<file path="config.mk">
export PLATFORM = sky130hd
export DESIGN_NAME = acf_top
export DESIGN_NICKNAME = d
export VERILOG_FILES = /design/src/acf_pkg.sv /design/src/acf_if.sv /design/src/acf_conv.sv /design/src/acf_fifo.sv /design/src/acf_top.sv
export SDC_FILE = /design/constraint.sdc
export NUM_CORES = 2
export LEC_CHECK = 0
export BUFFER_PORTS_ARGS = -buffer_cell sky130_fd_sc_hd__buf_2
export CAP_MARGIN = 25
export CELL_PAD_IN_SITES_DETAIL_PLACEMENT = 1
export CELL_PAD_IN_SITES_GLOBAL_PLACEMENT = 2
export CORE_MARGIN = 2
export CORE_UTILIZATION = 40
export DETAILED_ROUTE_END_ITERATION = 8
export PLACE_DENSITY = 0.76
export REMOVE_ABC_BUFFERS = 1
export SLEW_MARGIN = 10
export SYNTH_ARGS = -nofsm -noshare
export SYNTH_HDL_FRONTEND = slang
export SYNTH_SLANG_ARGS = --single-unit
</file>
<file path="constraint.sdc">
create_clock -name pclk -period 7.55 [get_ports pclk]
set_input_delay 0.755 -clock pclk [delete_from_list [all_inputs] [get_ports pclk]]
set_output_delay 0.755 -clock pclk [all_outputs]
set_load 0.01 [all_outputs]
</file>
<file path="src/acf_pkg.sv">
package acf_pkg;
  // Clock and conversion timing
  localparam int unsigned CLK_HZ       = 50_000_000;
  localparam int unsigned CLK_NS       = 20;
  localparam int unsigned CONV_TIME_NS = 5000;
  localparam int unsigned CONV_CYC     = (CONV_TIME_NS + CLK_NS - 1) / CLK_NS;
  // Timebase rates and their divisors from the bus clock
  localparam int unsigned TB_5M_HZ   = 5_000_000;
  localparam int unsigned TB_1M_HZ   = 1_000_000;
  localparam int unsigned TB_100K_HZ = 100_000;
  localparam int unsigned TB_10K_HZ  = 10_000;
  localparam int unsigned TB_1K_HZ   = 1_000;
  localparam int unsigned TB_100_HZ  = 100;
  localparam int unsigned DIV_5M     = CLK_HZ / TB_5M_HZ;
  localparam int unsigned DIV_1M     = CLK_HZ / TB_1M_HZ;
  localparam int unsigned DIV_100K   = CLK_HZ / TB_100K_HZ;
  localparam int unsigned DIV_10K    = CLK_HZ / TB_10K_HZ;
  localparam int unsigned DIV_1K     = CLK_HZ / TB_1K_HZ;
  localparam int unsigned DIV_100    = CLK_HZ / TB_100_HZ;
  // Source codes in bits 11:8 of the interval mode word
  localparam logic [3:0] SRC_5M   = 4'h2;
  localparam logic [3:0] SRC_1M   = 4'hB;
  localparam logic [3:0] SRC_100K = 4'hC;
  localparam logic [3:0] SRC_10K  = 4'hD;
  localparam logic [3:0] SRC_1K   = 4'hE;
  localparam logic [3:0] SRC_100  = 4'hF;
  localparam logic [3:0] SRC_EXT  = 4'h5;
  localparam int unsigned SRC_LO  = 8;
  // Sizes
  localparam int unsigned RES_W      = 12;
  localparam int unsigned FIFO_DEPTH = 256;
  // Register byte offsets
  localparam logic [7:0] OFS_CTRL      = 8'h00;
  localparam logic [7:0] OFS_STATUS    = 8'h04;
  localparam logic [7:0] OFS_FIFO      = 8'h08;
  localparam logic [7:0] OFS_SOFT_CONV = 8'h0C;
  localparam logic [7:0] OFS_CLEAR     = 8'h10;
  localparam logic [7:0] OFS_CHG_ENTRY = 8'h14;
  localparam logic [7:0] OFS_CHG_LOAD  = 8'h18;
  localparam logic [7:0] OFS_CHG_CLEAR = 8'h1C;
  localparam logic [7:0] OFS_ACQ_START = 8'h20;
  localparam logic [7:0] OFS_IV_MODE   = 8'h24;
  localparam logic [7:0] OFS_IV_LOAD   = 8'h28;
  localparam logic [7:0] OFS_SAMP_CNT  = 8'h2C;
  // Field positions
  localparam int unsigned CTRL_UNIP     = 0;
  localparam int unsigned CTRL_ACQ_EN   = 1;
  localparam int unsigned CTRL_CNT32    = 2;
  localparam int unsigned CTRL_EXT_PACE = 3;
  localparam int unsigned STS_DONE      = 8;
  localparam int unsigned STS_BUSY      = 9;
  localparam int unsigned STS_RUN       = 10;
  localparam int unsigned STS_NOT_EMPTY = 13;
  localparam int unsigned STS_OVFL_N    = 14;
  localparam int unsigned STS_OVRN_N    = 15;
  localparam int unsigned CHG_CHAN_LO   = 4;
  localparam int unsigned CHG_GAIN_LO   = 1;
  // Reset values
  localparam logic [3:0]  CTRL_RST    = 4'h0;
  localparam logic [15:0] IV_MODE_RST = 16'h8225;
  localparam logic [15:0] IV_LOAD_RST = 16'h0002;
  localparam logic [31:0] SAMP_RST    = 32'h0000_0002;
  // Shared state encodings
  typedef enum logic [0:0] {CV_IDLE = 1'b0, CV_BUSY = 1'b1} acf_cv_t;
  typedef enum logic [0:0] {AQ_IDLE = 1'b0, AQ_RUN = 1'b1} acf_aq_t;
endpackage

</file>
<file path="src/acf_if.sv">
`timescale 1ns/10ps
interface acf_if;
  import acf_pkg::*;
  logic             start;   // Conversion request pulse
  logic             busy;    // Conversion in progress
  logic             done;    // Result ready pulse
  logic             ovrn;    // Start refused while busy
  logic [RES_W-1:0] result;  // Raw converter word
  logic             pop;     // Remove head entry
  logic             clear;   // Flush all entries
  logic             full;    // No room left
  logic             nempty;  // At least one entry
  logic             ovfl;    // Result dropped on full
  logic [RES_W-1:0] head;    // Oldest entry
  modport ctl  (output start, pop, clear, input busy, done, ovrn, result, full, nempty, ovfl,
                head);
  modport cvt  (input start, output busy, done, ovrn, result);
  modport fifo (input done, result, pop, clear, output full, nempty, ovfl, head);
endinterface

</file>
<file path="src/acf_conv.sv">
`timescale 1ns/10ps
module acf_conv
  import acf_pkg::*;
#(
  parameter int unsigned CYC = CONV_CYC
) (
  // Clock and reset
  input  wire logic             pclk,
  input  wire logic             presetn,
  // Control side
  acf_if.cvt                    lk,
  // Converter pins
  input  wire logic [RES_W-1:0] adc_data,
  output logic                  adc_start
);
  acf_cv_t     st_r;   // Conversion state
  logic [8:0]  cnt_r;  // Cycles left in conversion

  assign lk.busy = (st_r == CV_BUSY);

  // Conversion sequencer; a start while busy is refused, the running one finishes
  always_ff @(posedge pclk or negedge presetn) begin
    if (!presetn) begin
      st_r      <= CV_IDLE;
      cnt_r     <= 9'h000;
      adc_start <= 1'b0;
      lk.done   <= 1'b0;
      lk.ovrn   <= 1'b0;
      lk.result <= 12'h000;
    end else begin
      adc_start <= 1'b0;
      lk.done   <= 1'b0;
      lk.ovrn   <= lk.start && (st_r == CV_BUSY);
      case (st_r)
        CV_IDLE: begin
          if (lk.start) begin
            st_r      <= CV_BUSY;
            cnt_r     <= 9'(CYC - 1);
            adc_start <= 1'b1;
          end
        end
        CV_BUSY: begin
          if (cnt_r == 9'h000) begin
            // Capture at end of cycle; push happens on the done pulse
            st_r      <= CV_IDLE;
            lk.done   <= 1'b1;
            lk.result <= adc_data;
          end else begin
            cnt_r <= cnt_r - 9'h001;
          end
        end
        default: st_r <= CV_IDLE;
      endcase
    end
  end
endmodule

</file>
<file path="src/acf_fifo.sv">
`timescale 1ns/10ps
module acf_fifo
  import acf_pkg::*;
#(
  parameter int unsigned W     = RES_W,
  parameter int unsigned DEPTH = FIFO_DEPTH
) (
  // Clock and reset
  input  wire logic pclk,
  input  wire logic presetn,
  // Control side
  acf_if.fifo       lk
);
  localparam int unsigned AW = $clog2(DEPTH);
  logic [W-1:0] mem_r [DEPTH];  // Result storage
  logic [AW-1:0] wp_r;          // Write index
  logic [AW-1:0] rp_r;          // Read index
  logic [AW:0]   cnt_r;         // Entries held
  logic          push;          // Accepted write
  logic          pop;           // Accepted read

  assign lk.full   = (cnt_r == (AW+1)'(DEPTH));
  assign lk.nempty = (cnt_r != '0);
  assign lk.head   = mem_r[rp_r];
  // A pop on full frees the slot the same cycle, so that result is kept
  assign pop  = lk.pop && lk.nempty;
  assign push = lk.done && (!lk.full || pop);
  assign lk.ovfl = lk.done && lk.full && !pop;

  // Storage write
  always_ff @(posedge pclk) begin
    if (push) begin
      mem_r[wp_r] <= lk.result;
    end
  end

  // Pointers and count; flush wins over a push in the same cycle
  always_ff @(posedge pclk or negedge presetn) begin
    if (!presetn) begin
      wp_r  <= '0;
      rp_r  <= '0;
      cnt_r <= '0;
    end else if (lk.clear) begin
      wp_r  <= '0;
      rp_r  <= '0;
      cnt_r <= '0;
    end else begin
      if (push) begin
        wp_r <= wp_r + 1'b1;
      end
      if (pop) begin
        rp_r <= rp_r + 1'b1;
      end
      cnt_r <= cnt_r + (AW+1)'(push) - (AW+1)'(pop);
    end
  end
endmodule

</file>
<file path="src/acf_top.sv">
`timescale 1ns/10ps
// Behaviour
// - Soft convert write starts one conversion
// - Low pulse on ext_convert_n starts conversion
// - Finished result pushed into FIFO automatically
// - Status bit 13 shows FIFO not empty
// - FIFO data read pops; empties flag
// - Not-empty sets about 5 us after start
// - 256 entries; full drop sets overflow low
// - Start during conversion sets overrun low
// - Unipolar results straight binary 0..4095
// - Bipolar results two's complement -2048..2047
// - Clear resets flags, FIFO, done
// - Counters reload at end; retriggerable
// - Entry bits 7:4 channel, 3:1 gain; load applies
// - Interval counter paces every N counts, 2..65536
// - Sample counter stops pacing at count
// - Start strobe or ext_trigger_n triggers acquisition
module acf_top
  import acf_pkg::*;
#(
  parameter int unsigned DIV_10K_P = DIV_10K,
  parameter int unsigned DIV_1K_P  = DIV_1K,
  parameter int unsigned DIV_100_P = DIV_100
) (
  // Clock and reset
  input  wire logic             pclk,
  input  wire logic             presetn,
  // APB slave
  input  wire logic             psel,
  input  wire logic             penable,
  input  wire logic             pwrite,
  input  wire logic [7:0]       paddr,
  input  wire logic [31:0]      pwdata,
  output logic      [31:0]      prdata,
  output logic                  pready,
  output logic                  pslverr,
  // External pins, asynchronous
  input  wire logic             ext_convert_n,
  input  wire logic             ext_trigger_n,
  input  wire logic             ext_timebase,
  // Converter
  input  wire logic [RES_W-1:0] adc_data,
  output logic                  adc_start,
  // Active channel and gain
  output logic      [3:0]       chan_sel,
  output logic      [2:0]       gain_sel
);
  acf_if lk ();

  // Interval count N in 17 bits, where a zero load means 65536
  function automatic logic [16:0] n16(input logic [15:0] v);
    n16 = (v == 16'h0000) ? 17'h10000 : {1'b0, v};
  endfunction

  // Bus-clock cycles per timebase count; zero marks the external source
  function automatic logic [19:0] tb_div(input logic [3:0] src);
    case (src)
      SRC_5M:   tb_div = 20'(DIV_5M);
      SRC_1M:   tb_div = 20'(DIV_1M);
      SRC_100K: tb_div = 20'(DIV_100K);
      SRC_10K:  tb_div = 20'(DIV_10K_P);
      SRC_1K:   tb_div = 20'(DIV_1K_P);
      SRC_100:  tb_div = 20'(DIV_100_P);
      default:  tb_div = 20'h00000;
    endcase
  endfunction

  logic [3:0]  ctrl_r;        // Mode control bits
  logic [7:0]  chg_entry_r;   // Staged channel and gain
  logic [15:0] iv_mode_r;     // Interval mode word
  logic [15:0] iv_load_r;     // Interval load value
  logic [31:0] samp_r;        // Programmed sample count
  logic        ovfl_n_r;      // Overflow flag, low on error
  logic        ovrn_n_r;      // Overrun flag, low on error
  logic        done_r;        // Acquisition complete
  logic [2:0]  s1_r, s2_r, s3_r, pin_r, pin_d_r; // Pin sync chain
  acf_aq_t     aq_r;          // Acquisition state
  logic [19:0] pre_r;         // Timebase prescaler
  logic [16:0] iv_r;          // Interval countdown
  logic [31:0] left_r;        // Samples still to take

  // APB phases; the slave never stretches, so access is one cycle
  logic setup, wr, rd;
  assign setup = psel && !penable;
  assign wr    = psel && penable && pwrite;
  assign rd    = psel && penable && !pwrite;

  function automatic logic wr_at(input logic [7:0] a, input logic [7:0] o, input logic w);
    wr_at = w && (a == o);
  endfunction

  logic clr, soft_conv, acq_strobe;
  assign clr        = wr_at(paddr, OFS_CLEAR, wr);
  assign soft_conv  = wr_at(paddr, OFS_SOFT_CONV, wr);
  assign acq_strobe = wr_at(paddr, OFS_ACQ_START, wr);

  // Filtered pin edges: index 0 convert, 1 trigger, 2 timebase
  logic conv_fall, trig_fall, tb_rise;
  assign conv_fall = pin_d_r[0] && !pin_r[0];
  assign trig_fall = pin_d_r[1] && !pin_r[1];
  assign tb_rise   = !pin_d_r[2] && pin_r[2];

  // Three-stage sync; a level counts once stages two and three agree
  always_ff @(posedge pclk or negedge presetn) begin
    if (!presetn) begin
      s1_r    <= 3'h3;
      s2_r    <= 3'h3;
      s3_r    <= 3'h3;
      pin_r   <= 3'h3;
      pin_d_r <= 3'h3;
    end else begin
      s1_r    <= {ext_timebase, ext_trigger_n, ext_convert_n};
      s2_r    <= s1_r;
      s3_r    <= s2_r;
      pin_r   <= (pin_r & (s2_r ^ s3_r)) | (s2_r & ~(s2_r ^ s3_r));
      pin_d_r <= pin_r;
    end
  end

  // Timebase and pacing; running only while acquiring
  logic        ext_pace, tick, pace, trig, last;
  logic [19:0] div;
  assign div      = tb_div(iv_mode_r[SRC_LO+3:SRC_LO]);
  assign ext_pace = ctrl_r[CTRL_EXT_PACE];
  assign tick     = (div == 20'h00000) ? tb_rise : (pre_r == div - 20'h00001);
  assign pace     = (aq_r == AQ_RUN) &&
                    (ext_pace ? conv_fall : (tick && iv_r == 17'h00001));
  assign trig     = (aq_r == AQ_IDLE) && ctrl_r[CTRL_ACQ_EN] && (acq_strobe || trig_fall);
  assign last     = pace && (left_r == 32'h0000_0001);

  // Conversion start sources; pin pulses pace only while acquiring
  assign lk.start = soft_conv || pace ||
                    (conv_fall && !(ext_pace && aq_r == AQ_RUN));
  assign lk.pop   = rd && (paddr == OFS_FIFO);
  assign lk.clear = clr;

  // Acquisition sequencer; counters reload so the next trigger reruns
  always_ff @(posedge pclk or negedge presetn) begin
    if (!presetn) begin
      aq_r   <= AQ_IDLE;
      pre_r  <= 20'h00000;
      iv_r   <= 17'h00001;
      left_r <= 32'h0000_0000;
    end else begin
      case (aq_r)
        AQ_IDLE: begin
          pre_r <= 20'h00000;
          iv_r  <= 17'h00001;
          if (trig) begin
            aq_r   <= AQ_RUN;
            left_r <= ctrl_r[CTRL_CNT32] ? samp_r : {15'h0000, n16(samp_r[15:0])};
          end
        end
        AQ_RUN: begin
          if (div != 20'h00000) begin
            pre_r <= tick ? 20'h00000 : pre_r + 20'h00001;
          end
          if (tick && !ext_pace) begin
            iv_r <= (iv_r == 17'h00001) ? n16(iv_load_r) : iv_r - 17'h00001;
          end
          if (pace) begin
            left_r <= left_r - 32'h0000_0001;
          end
          if (last) begin
            aq_r <= AQ_IDLE;
          end
        end
        default: aq_r <= AQ_IDLE;
      endcase
    end
  end

  // Error and done flags; a new event beats a clear in the same cycle
  always_ff @(posedge pclk or negedge presetn) begin
    if (!presetn) begin
      ovfl_n_r <= 1'b1;
      ovrn_n_r <= 1'b1;
      done_r   <= 1'b0;
    end else begin
      if (lk.ovfl) begin
        ovfl_n_r <= 1'b0;
      end else if (clr) begin
        ovfl_n_r <= 1'b1;
      end
      if (lk.ovrn) begin
        ovrn_n_r <= 1'b0;
      end else if (clr) begin
        ovrn_n_r <= 1'b1;
      end
      if (last) begin
        done_r <= 1'b1;
      end else if (clr) begin
        done_r <= 1'b0;
      end
    end
  end

  // Software-written configuration
  always_ff @(posedge pclk or negedge presetn) begin
    if (!presetn) begin
      ctrl_r      <= CTRL_RST;
      chg_entry_r <= 8'h00;
      iv_mode_r   <= IV_MODE_RST;
      iv_load_r   <= IV_LOAD_RST;
      samp_r      <= SAMP_RST;
      chan_sel    <= 4'h0;
      gain_sel    <= 3'h0;
    end else if (wr) begin
      case (paddr)
        OFS_CTRL:      ctrl_r      <= pwdata[3:0];
        OFS_CHG_ENTRY: chg_entry_r <= pwdata[7:0];
        OFS_IV_MODE:   iv_mode_r   <= pwdata[15:0];
        OFS_IV_LOAD:   iv_load_r   <= pwdata[15:0];
        OFS_SAMP_CNT:  samp_r      <= pwdata;
        OFS_CHG_LOAD: begin
          chan_sel <= chg_entry_r[CHG_CHAN_LO+:4];
          gain_sel <= chg_entry_r[CHG_GAIN_LO+:3];
        end
        OFS_CHG_CLEAR: begin
          chg_entry_r <= 8'h00;
          chan_sel    <= 4'h0;
          gain_sel    <= 3'h0;
        end
        default: ctrl_r <= ctrl_r;
      endcase
    end
  end

  // Read data and error are captured in the setup cycle
  logic [15:0] status;
  logic [31:0] fifo_word;
  assign status = {ovrn_n_r, ovfl_n_r, lk.nempty, 2'b00, (aq_r == AQ_RUN),
                   lk.busy, done_r, 8'h00};
  assign fifo_word = ctrl_r[CTRL_UNIP] ? {20'h00000, lk.head}
                   : {{21{~lk.head[RES_W-1]}}, lk.head[RES_W-2:0]};

  always_ff @(posedge pclk or negedge presetn) begin
    if (!presetn) begin
      prdata  <= 32'h0000_0000;
      pready  <= 1'b0;
      pslverr <= 1'b0;
    end else begin
      pready <= 1'b1;
      if (setup) begin
        pslverr <= (paddr > OFS_SAMP_CNT) || (paddr[1:0] != 2'b00) ||
                   (!pwrite && (paddr == OFS_SOFT_CONV || paddr == OFS_CLEAR ||
                                paddr == OFS_CHG_LOAD || paddr == OFS_CHG_CLEAR ||
                                paddr == OFS_ACQ_START)) ||
                   (pwrite && (paddr == OFS_STATUS || paddr == OFS_FIFO));
        case (paddr)
          OFS_CTRL:      prdata <= {28'h0000000, ctrl_r};
          OFS_STATUS:    prdata <= {16'h0000, status};
          OFS_FIFO:      prdata <= fifo_word;
          OFS_CHG_ENTRY: prdata <= {24'h000000, chg_entry_r};
          OFS_IV_MODE:   prdata <= {16'h0000, iv_mode_r};
          OFS_IV_LOAD:   prdata <= {16'h0000, iv_load_r};
          OFS_SAMP_CNT:  prdata <= samp_r;
          default:       prdata <= 32'h0000_0000;
        endcase
      end
    end
  end

  acf_conv u_conv (
    .pclk      (pclk),
    .presetn   (presetn),
    .lk        (lk.cvt),
    .adc_data  (adc_data),
    .adc_start (adc_start)
  );

  acf_fifo u_fifo (
    .pclk    (pclk),
    .presetn (presetn),
    .lk      (lk.fifo)
  );
endmodule

</file>
# Word level (Yosys, flattened, before mapping)
# Memory sizes are Yosys's and may differ from the RTL's.
# Index checks and enable logic that the tools add are counted.
# Widths: inputs -> output; s select.
word_totals:
  latch_bits: 0
  inputBits: 60
  n_memories: 1
  output_inout_bits: 42
  rom_bits: 0
  ram_bits: 3072
  register_bits: 255
op_classes:
  reduce_logical: 71
  div: 0
  mul: 0
  add_sub_neg: 9
  eq_ne: 27
  n_mux: 44
  n_shift: 0
  n_lt_le_gt_ge: 1
  n_bitwise: 8
memory_table:
  columns: ["name", "words", "width", "read_ports", "rd_ports_with_merged_regs", "write_ports", "line_no", "text"]
  rows:
  - ["u_fifo.mem_r", 256, 12, 1, 0, 1, "acf_fifo.sv:15", "logic [W-1:0] mem_r [DEPTH];"]
op_table:
  columns: ["op", "count"]
  rows:
  - ["$pmux 32 s7", 1]
  - ["$mux 32", 4]
  - ["$pmux 19 s6", 1]
  - ["$mux 17", 4]
  - ["$pmux 32 s2", 1]
  - ["$mux 20", 2]
  - ["$pmux 20 s2", 1]
  - ["$pmux 17 s2", 1]
  - ["$eq 32x1->1 const B", 1]
  - ["$eq 8x5->1 const B", 4]
  - ["$eq 8x6->1 const B", 4]
  - ["$logic_not 16->1", 2]
  - ["$mux 8", 4]
  - ["$sub 32x1->32 const B", 1]
  - ["$mux 9", 3]
  - ["$logic_and 1x1->1", 26]
  - ["$add 20x1->20 const B", 1]
  - ["$eq 20x20->1", 1]
  - ["$eq 4x4->1 const B", 5]
  - ["$logic_not 20->1", 1]
  - ["$reduce_bool 20->1", 1]
  - ["$sub 20x1->20 const B", 1]
  - ["$pmux 9 s2", 1]
  - ["$reduce_and 2->1", 9]
  - ["29 further kinds", 80]

# Longest topological paths before layout
logic_depth:
  depth_word: 12
  ltp_mapped: 19
  depth_no_buf: 18

# Hierarchy
# From an unflattened synthesis, not the netlist that was laid out.
unflattened:
  cells_unflattened: 6821
  hier_area_um2: 132096.7
by_module_without_submodules:
  columns: ["module", "area_each_um2", "seq_area_each_um2", "cells_each", "instances"]
  rows:
  - ["acf_fifo", 119917.5, 92874.1, 5601, 1]
  - ["acf_top", 11018.1, 5154.9, 1138, 1]
  - ["acf_conv", 1161.1, 625.6, 82, 1]

# Least setup slack after synthesis
# No wires, ideal clock.
synth_timing:
  path_type: "input-to-reg"
  startpoint: "in paddr[5]"
  endpoint: "reg u_fifo.cnt_r[8]"
  setup_ns: 0.132
  slack_ns: 3.360
  path_stages: 17
  path_buffers: 1
  arrival_ns: 4.058
  path_cell_list: "clkbuf_1 > nor4_1 > nand4b_1 > nor4b_1 > ha_1 > inv_1 > ha_1 > fa_1 > a21oi_1 > o21bai_1 > a21oi_1 > o21bai_1 > a21oi_1 > nor2_1 > nor2_1 > xnor2_1 > nor2_1"
synth_via:
  elab_chain_len: 8
synth_rtl:
  columns: ["item", "line_no", "text"]
  rows:
  - ["from (decl)", "acf_top.sv:33", "input wire logic [7:0] paddr,"]
  - ["$eq 8x4->1", "acf_top.sv:135", "assign lk.pop = rd && (paddr == OFS_FIFO);"]
  - ["$logic_and 1x1->1", "acf_top.sv:135", null]
  - ["$logic_and 1x1->1", "acf_fifo.sv:26", "assign pop = lk.pop && lk.nempty;"]
  - ["$logic_or 1x1->1", "acf_fifo.sv:27", "assign push = lk.done && (!lk.full || pop);"]
  - ["$logic_and 1x1->1", "acf_fifo.sv:27", null]
  - ["$add 9x1->9", "acf_fifo.sv:54", "cnt_r <= cnt_r + (AW+1)'(push) - (AW+1)'(pop);"]
  - ["$sub 9x1->9", "acf_fifo.sv:54", null]
  - ["$mux 9 *", "acf_fifo.sv:43", "end else if (lk.clear) begin"]
  - ["to (signal assigned)", "acf_fifo.sv:54", null]
  - ["to (decl)", "acf_fifo.sv:18", "logic [AW:0] cnt_r;"]
# Every way passes the cells marked *; elsewhere a longest branch is shown, timed or not.
# A chain may end at the register's enable or synchronous reset.

# Worst setup path in the final report
layout_timing:
  startpoint: "reg u_fifo.rp_r[0]"
  endpoint: "reg prdata[25]"
layout_via:
  elab_chain_len: 4
layout_rtl:
  columns: ["item", "line_no", "text"]
  rows:
  - ["from (decl)", "acf_fifo.sv:17", "logic [AW-1:0] rp_r;"]
  - ["from (signal assigned)", "acf_fifo.sv:52", "rp_r <= rp_r + 1'b1;"]
  - ["$mem_v2 256x12", null, null]
  - ["$not 1->1", "acf_top.sv:236", ": {{21{~lk.head[RES_W-1]}}, lk.head[RES_W-2:0]};"]
  - ["$mux 32", "acf_top.sv:235", "assign fifo_word = ctrl_r[CTRL_UNIP] ? {20'h00000, lk.head}"]
  - ["$pmux 32 s7", "acf_top.sv:251", "case (paddr)"]
  - ["to (signal assigned)", "acf_top.sv:252", "OFS_CTRL: prdata <= {28'h0000000, ctrl_r};"]
  - ["to (signal assigned)", "acf_top.sv:253", "OFS_STATUS: prdata <= {16'h0000, status};"]
  - ["to (signal assigned)", "acf_top.sv:254", "OFS_FIFO: prdata <= fifo_word;"]
  - ["to (decl)", "acf_top.sv:35", "output logic [31:0] prdata,"]
# Every way passes these cells.

==> results.sh <==
export IMPL_drive_gt1_share_pct=28.7
export IMPL_finalMaxSlewViolations=0
export IMPL_synth_edf_count=3072
export IMPL_ys_ff_latch=3327
export IMPL_seq_area_frac_synth_pct=75.5
export IMPL_hold_depth=3
export IMPL_tns_ns=0
export IMPL_dr_total_vias=68600
export IMPL_final_hold_violation_count=0
export IMPL_grt_pass1_wl_mm=540
export IMPL_start_util_pct=40.3
export IMPL_dpl_hpwl_mm=229
export IMPL_layout_nets=6918
export IMPL_slew_headroom_pct=4.86
export IMPL_yosysWarnings=0
export IMPL_numPortBuffers=101
export IMPL_netlist_area_um2=131000
export IMPL_cap_violations=0
export IMPL_antenna_found_initial=11
export IMPL_crit_type="reg -> reg"
export IMPL_ir_drop_mv=0.175
export IMPL_critPathLaunchType="flop"
export IMPL_first_pass_iters=8
export IMPL_cts_tree="done"
export IMPL_crit_path_end_kind="flop"
export IMPL_grt_max_degree=208
export IMPL_ioPinCount=102
export IMPL_gp_congestion=0.847
export IMPL_htreeDepth=5
export IMPL_leakagePower_nw=34.5
export IMPL_reg2reg_depth=11
export IMPL_cp_arrival_ns=6.07
export IMPL_cts_hold_buf=4
export IMPL_place_area_um2=138000
export IMPL_fin_area_um2=150000
export IMPL_ys_flop_type="edfxtp_1"
export IMPL_wl_per_cell_um=32.9
export IMPL_path_max_fanout=22
export IMPL_worstSkewPairLatency_ns=0.91
export IMPL_synth_top_area_share_pct=70.6
export IMPL_core_um2=325000
export IMPL_rows=209
export IMPL_clockBufferDepth=4
export IMPL_fmax_mhz=189
export IMPL_post_cts_setup_buffers=0
export IMPL_worstMarginPinSlew_ns=1.43
export IMPL_skew_ns=0.0738
export IMPL_dr_first_iter_drc_count=9219
export IMPL_via_per_inst=6.00
export IMPL_root_buffer="clkbuf_16"
export IMPL_fin_crit_ns=5.30
export IMPL_setup_viol=0
export IMPL_cts_buffers=341
export IMPL_die_w_um=576
export IMPL_grt_overflow=0
export IMPL_totalWireLength_mm=376
export IMPL_run_status="finished, final reports clean"
export IMPL_grtUsageTotal_pct=22.6
export IMPL_ctsResizeCount=0
export IMPL_drc=0
export IMPL_fin_crit_sh_pct=70.2
export IMPL_area_delta_synth_final_pct=14.6
export IMPL_clkTransAtPathRegs_ns=0.06
export IMPL_critPathRequiredTime_ns=8.32
export IMPL_min_path_type="in -> reg"
export IMPL_synth_largest_area_cell="edfxtp_1"
export IMPL_clock_sinks=3327
export IMPL_grt_pass1_vias=69700
export IMPL_synth_cell_types=89
export IMPL_p_per_area_nw_per_um2=250
export IMPL_syn_inst=6357
export IMPL_dieArea_um2=331000
export IMPL_synthArstFlopShare_pct=7.66
export IMPL_drtAntennaViolNets=0
export IMPL_syn_area_per_cell_um2=20.6
export IMPL_die_height_um=576
export IMPL_rsz0062_at_grt="no"
export IMPL_synth_area_leaders="edfxtp_1 71%, mux4_2 15%, dfrtp_1 4.5%"
-- cells in the final DEF, fill, tap and decap left out, drive strengths merged, types with 23 or more instances in the layout --
cell type  netlist  layout
edfxtp        3072    3072
clkinv           1     136
nand4           29      29
clkbuf         220     423
buf            145     491
o22ai           23      23
xnor2           23      23
mux2            84      84
mux4           894     894
nor3            47      47
dfrtp          235     235
nand2          297     297
nand3           62      62
ha              26      26
bufinv           0      29
o21ai          109     109
nor4            26      26
nor2           392     392
mux2i           53      53
nand2b          26      26
a22oi           69      69
nor2b           26      26
inv             42      51
a21oi          114     114
-- flip-flops by register name, indices dropped and copies added, names as in the netlist, 16 cells and up, named ones only --
name / cells
prdata: 32
u_fifo.mem_r: 3072
samp_r: 32
pre_r: 20
iv_mode_r: 16
iv_r: 17
iv_load_r: 16
left_r: 32
-- metrics by stage --
step	total power, W	std cells	utilization (%)	hold WS [ns]	worst slack (ns)
6_report	0.0374	11400	46.1	0.0790	2.25
5_1_grt	0.0383	11400	46.1	0.0754	2.04
4_1_cts	0.0376	11400	46.0	0.0235	2.25
3_5_place_dp	0.0211	10700	42.6	0.348	1.41
3_3_place_gp	0.0211	10700	42.3	0.349	1.56
2_1_floorplan	0.0209	5992	-	0.331	-31.67
-- where the power goes --
part           total [W]  internal, W  switching, W
registers         0.0200       0.0199     0.0000888
logic           0.000688     0.000291      0.000397
clock network     0.0167      0.00956       0.00710
-- logic make-up after synthesis --
kind of cell               Yosys count  share of synthesized area, %
other                                1                       0.00287
muxes                             1031                          16.5
buffers and inverters              408                          1.27
AOI/OAI and AO/OA                  530                          2.75
DFF                               3327                          75.5
and+or+nand+nor                    987                          3.35
xor gates and xnor gates            43                         0.288
adders and majority gates           30                         0.287
-- per-layer routing --
layer	share of wire, %	routed length (um)	up-vias	GRT usage (%)
met5	0.011	40	-	0
met4	3.4	12700	4	7.41
met3	9.1	34100	558	4.24
met2	47	177000	3715	35.4
met1	40	152000	37100	32.1
li1	-	-	27300	-
-- Yosys cell counts, drive strengths merged, types with 22 or more instances --
cell / count
nor4: 26
dfrtp: 235
nor3: 47
edfxtp: 3072
mux4: 894
xnor2: 23
nand3: 62
buf: 145
mux2i: 53
o21ai: 109
nand2b: 26
nor2b: 26
ha: 26
inv: 42
a21oi: 114
clkbuf: 220
nand2: 297
nand4: 29
mux2: 84
a31oi: 22
o22ai: 23
a22oi: 69
nor2: 392
-- final timing paths --
check | end | slack [ns] | from
min reg2reg | s2_r[0]$_DFF_PN1_ | 0.36 | s1_r[0]$_DFF_PN1_
max | prdata[25]$_DFFE_PN0P_ | 2.25 | u_fifo.rp_r[0]$_DFFE_PN0P_
max in group asynchronous | u_fifo.rp_r[3]$_DFFE_PN0P_ | 5.60 | presetn
min | u_conv.lk.result[3]$_DFFE_PN0P_ | 0.08 | adc_data[3]
max reg2reg | prdata[25]$_DFFE_PN0P_ | 2.25 | u_fifo.rp_r[0]$_DFFE_PN0P_
min in group asynchronous | chan_sel[3]$_DFFE_PN0P_ | 0.55 | presetn
-- worst max-delay path, stage by stage, from the launching register on --
cell      delay [ns]
dfrtp_4         0.78
buf_4           0.53
mux4_2          0.58
mux4_2          0.54
mux4_2          0.61
a22o_1          0.35
a221oi_1        0.31
buf_4           0.24
ha_1            0.15
and2_1          0.70
a21oi_1         0.09
o21ai_0         0.22
-- layout make-up --
class | instances | area, um^2
fill | 29800 | 175000
tap | 4325 | 5410
inverter | 43 | 169
antenna | 8 | 20.0
clock inverter | 186 | 1780
multi-input combinational | 2622 | 30500
sequential | 3327 | 98700
timing repair buffer | 496 | 4030
clock buffer | 422 | 9110
Note: power is estimated with default switching activity, not from simulation.
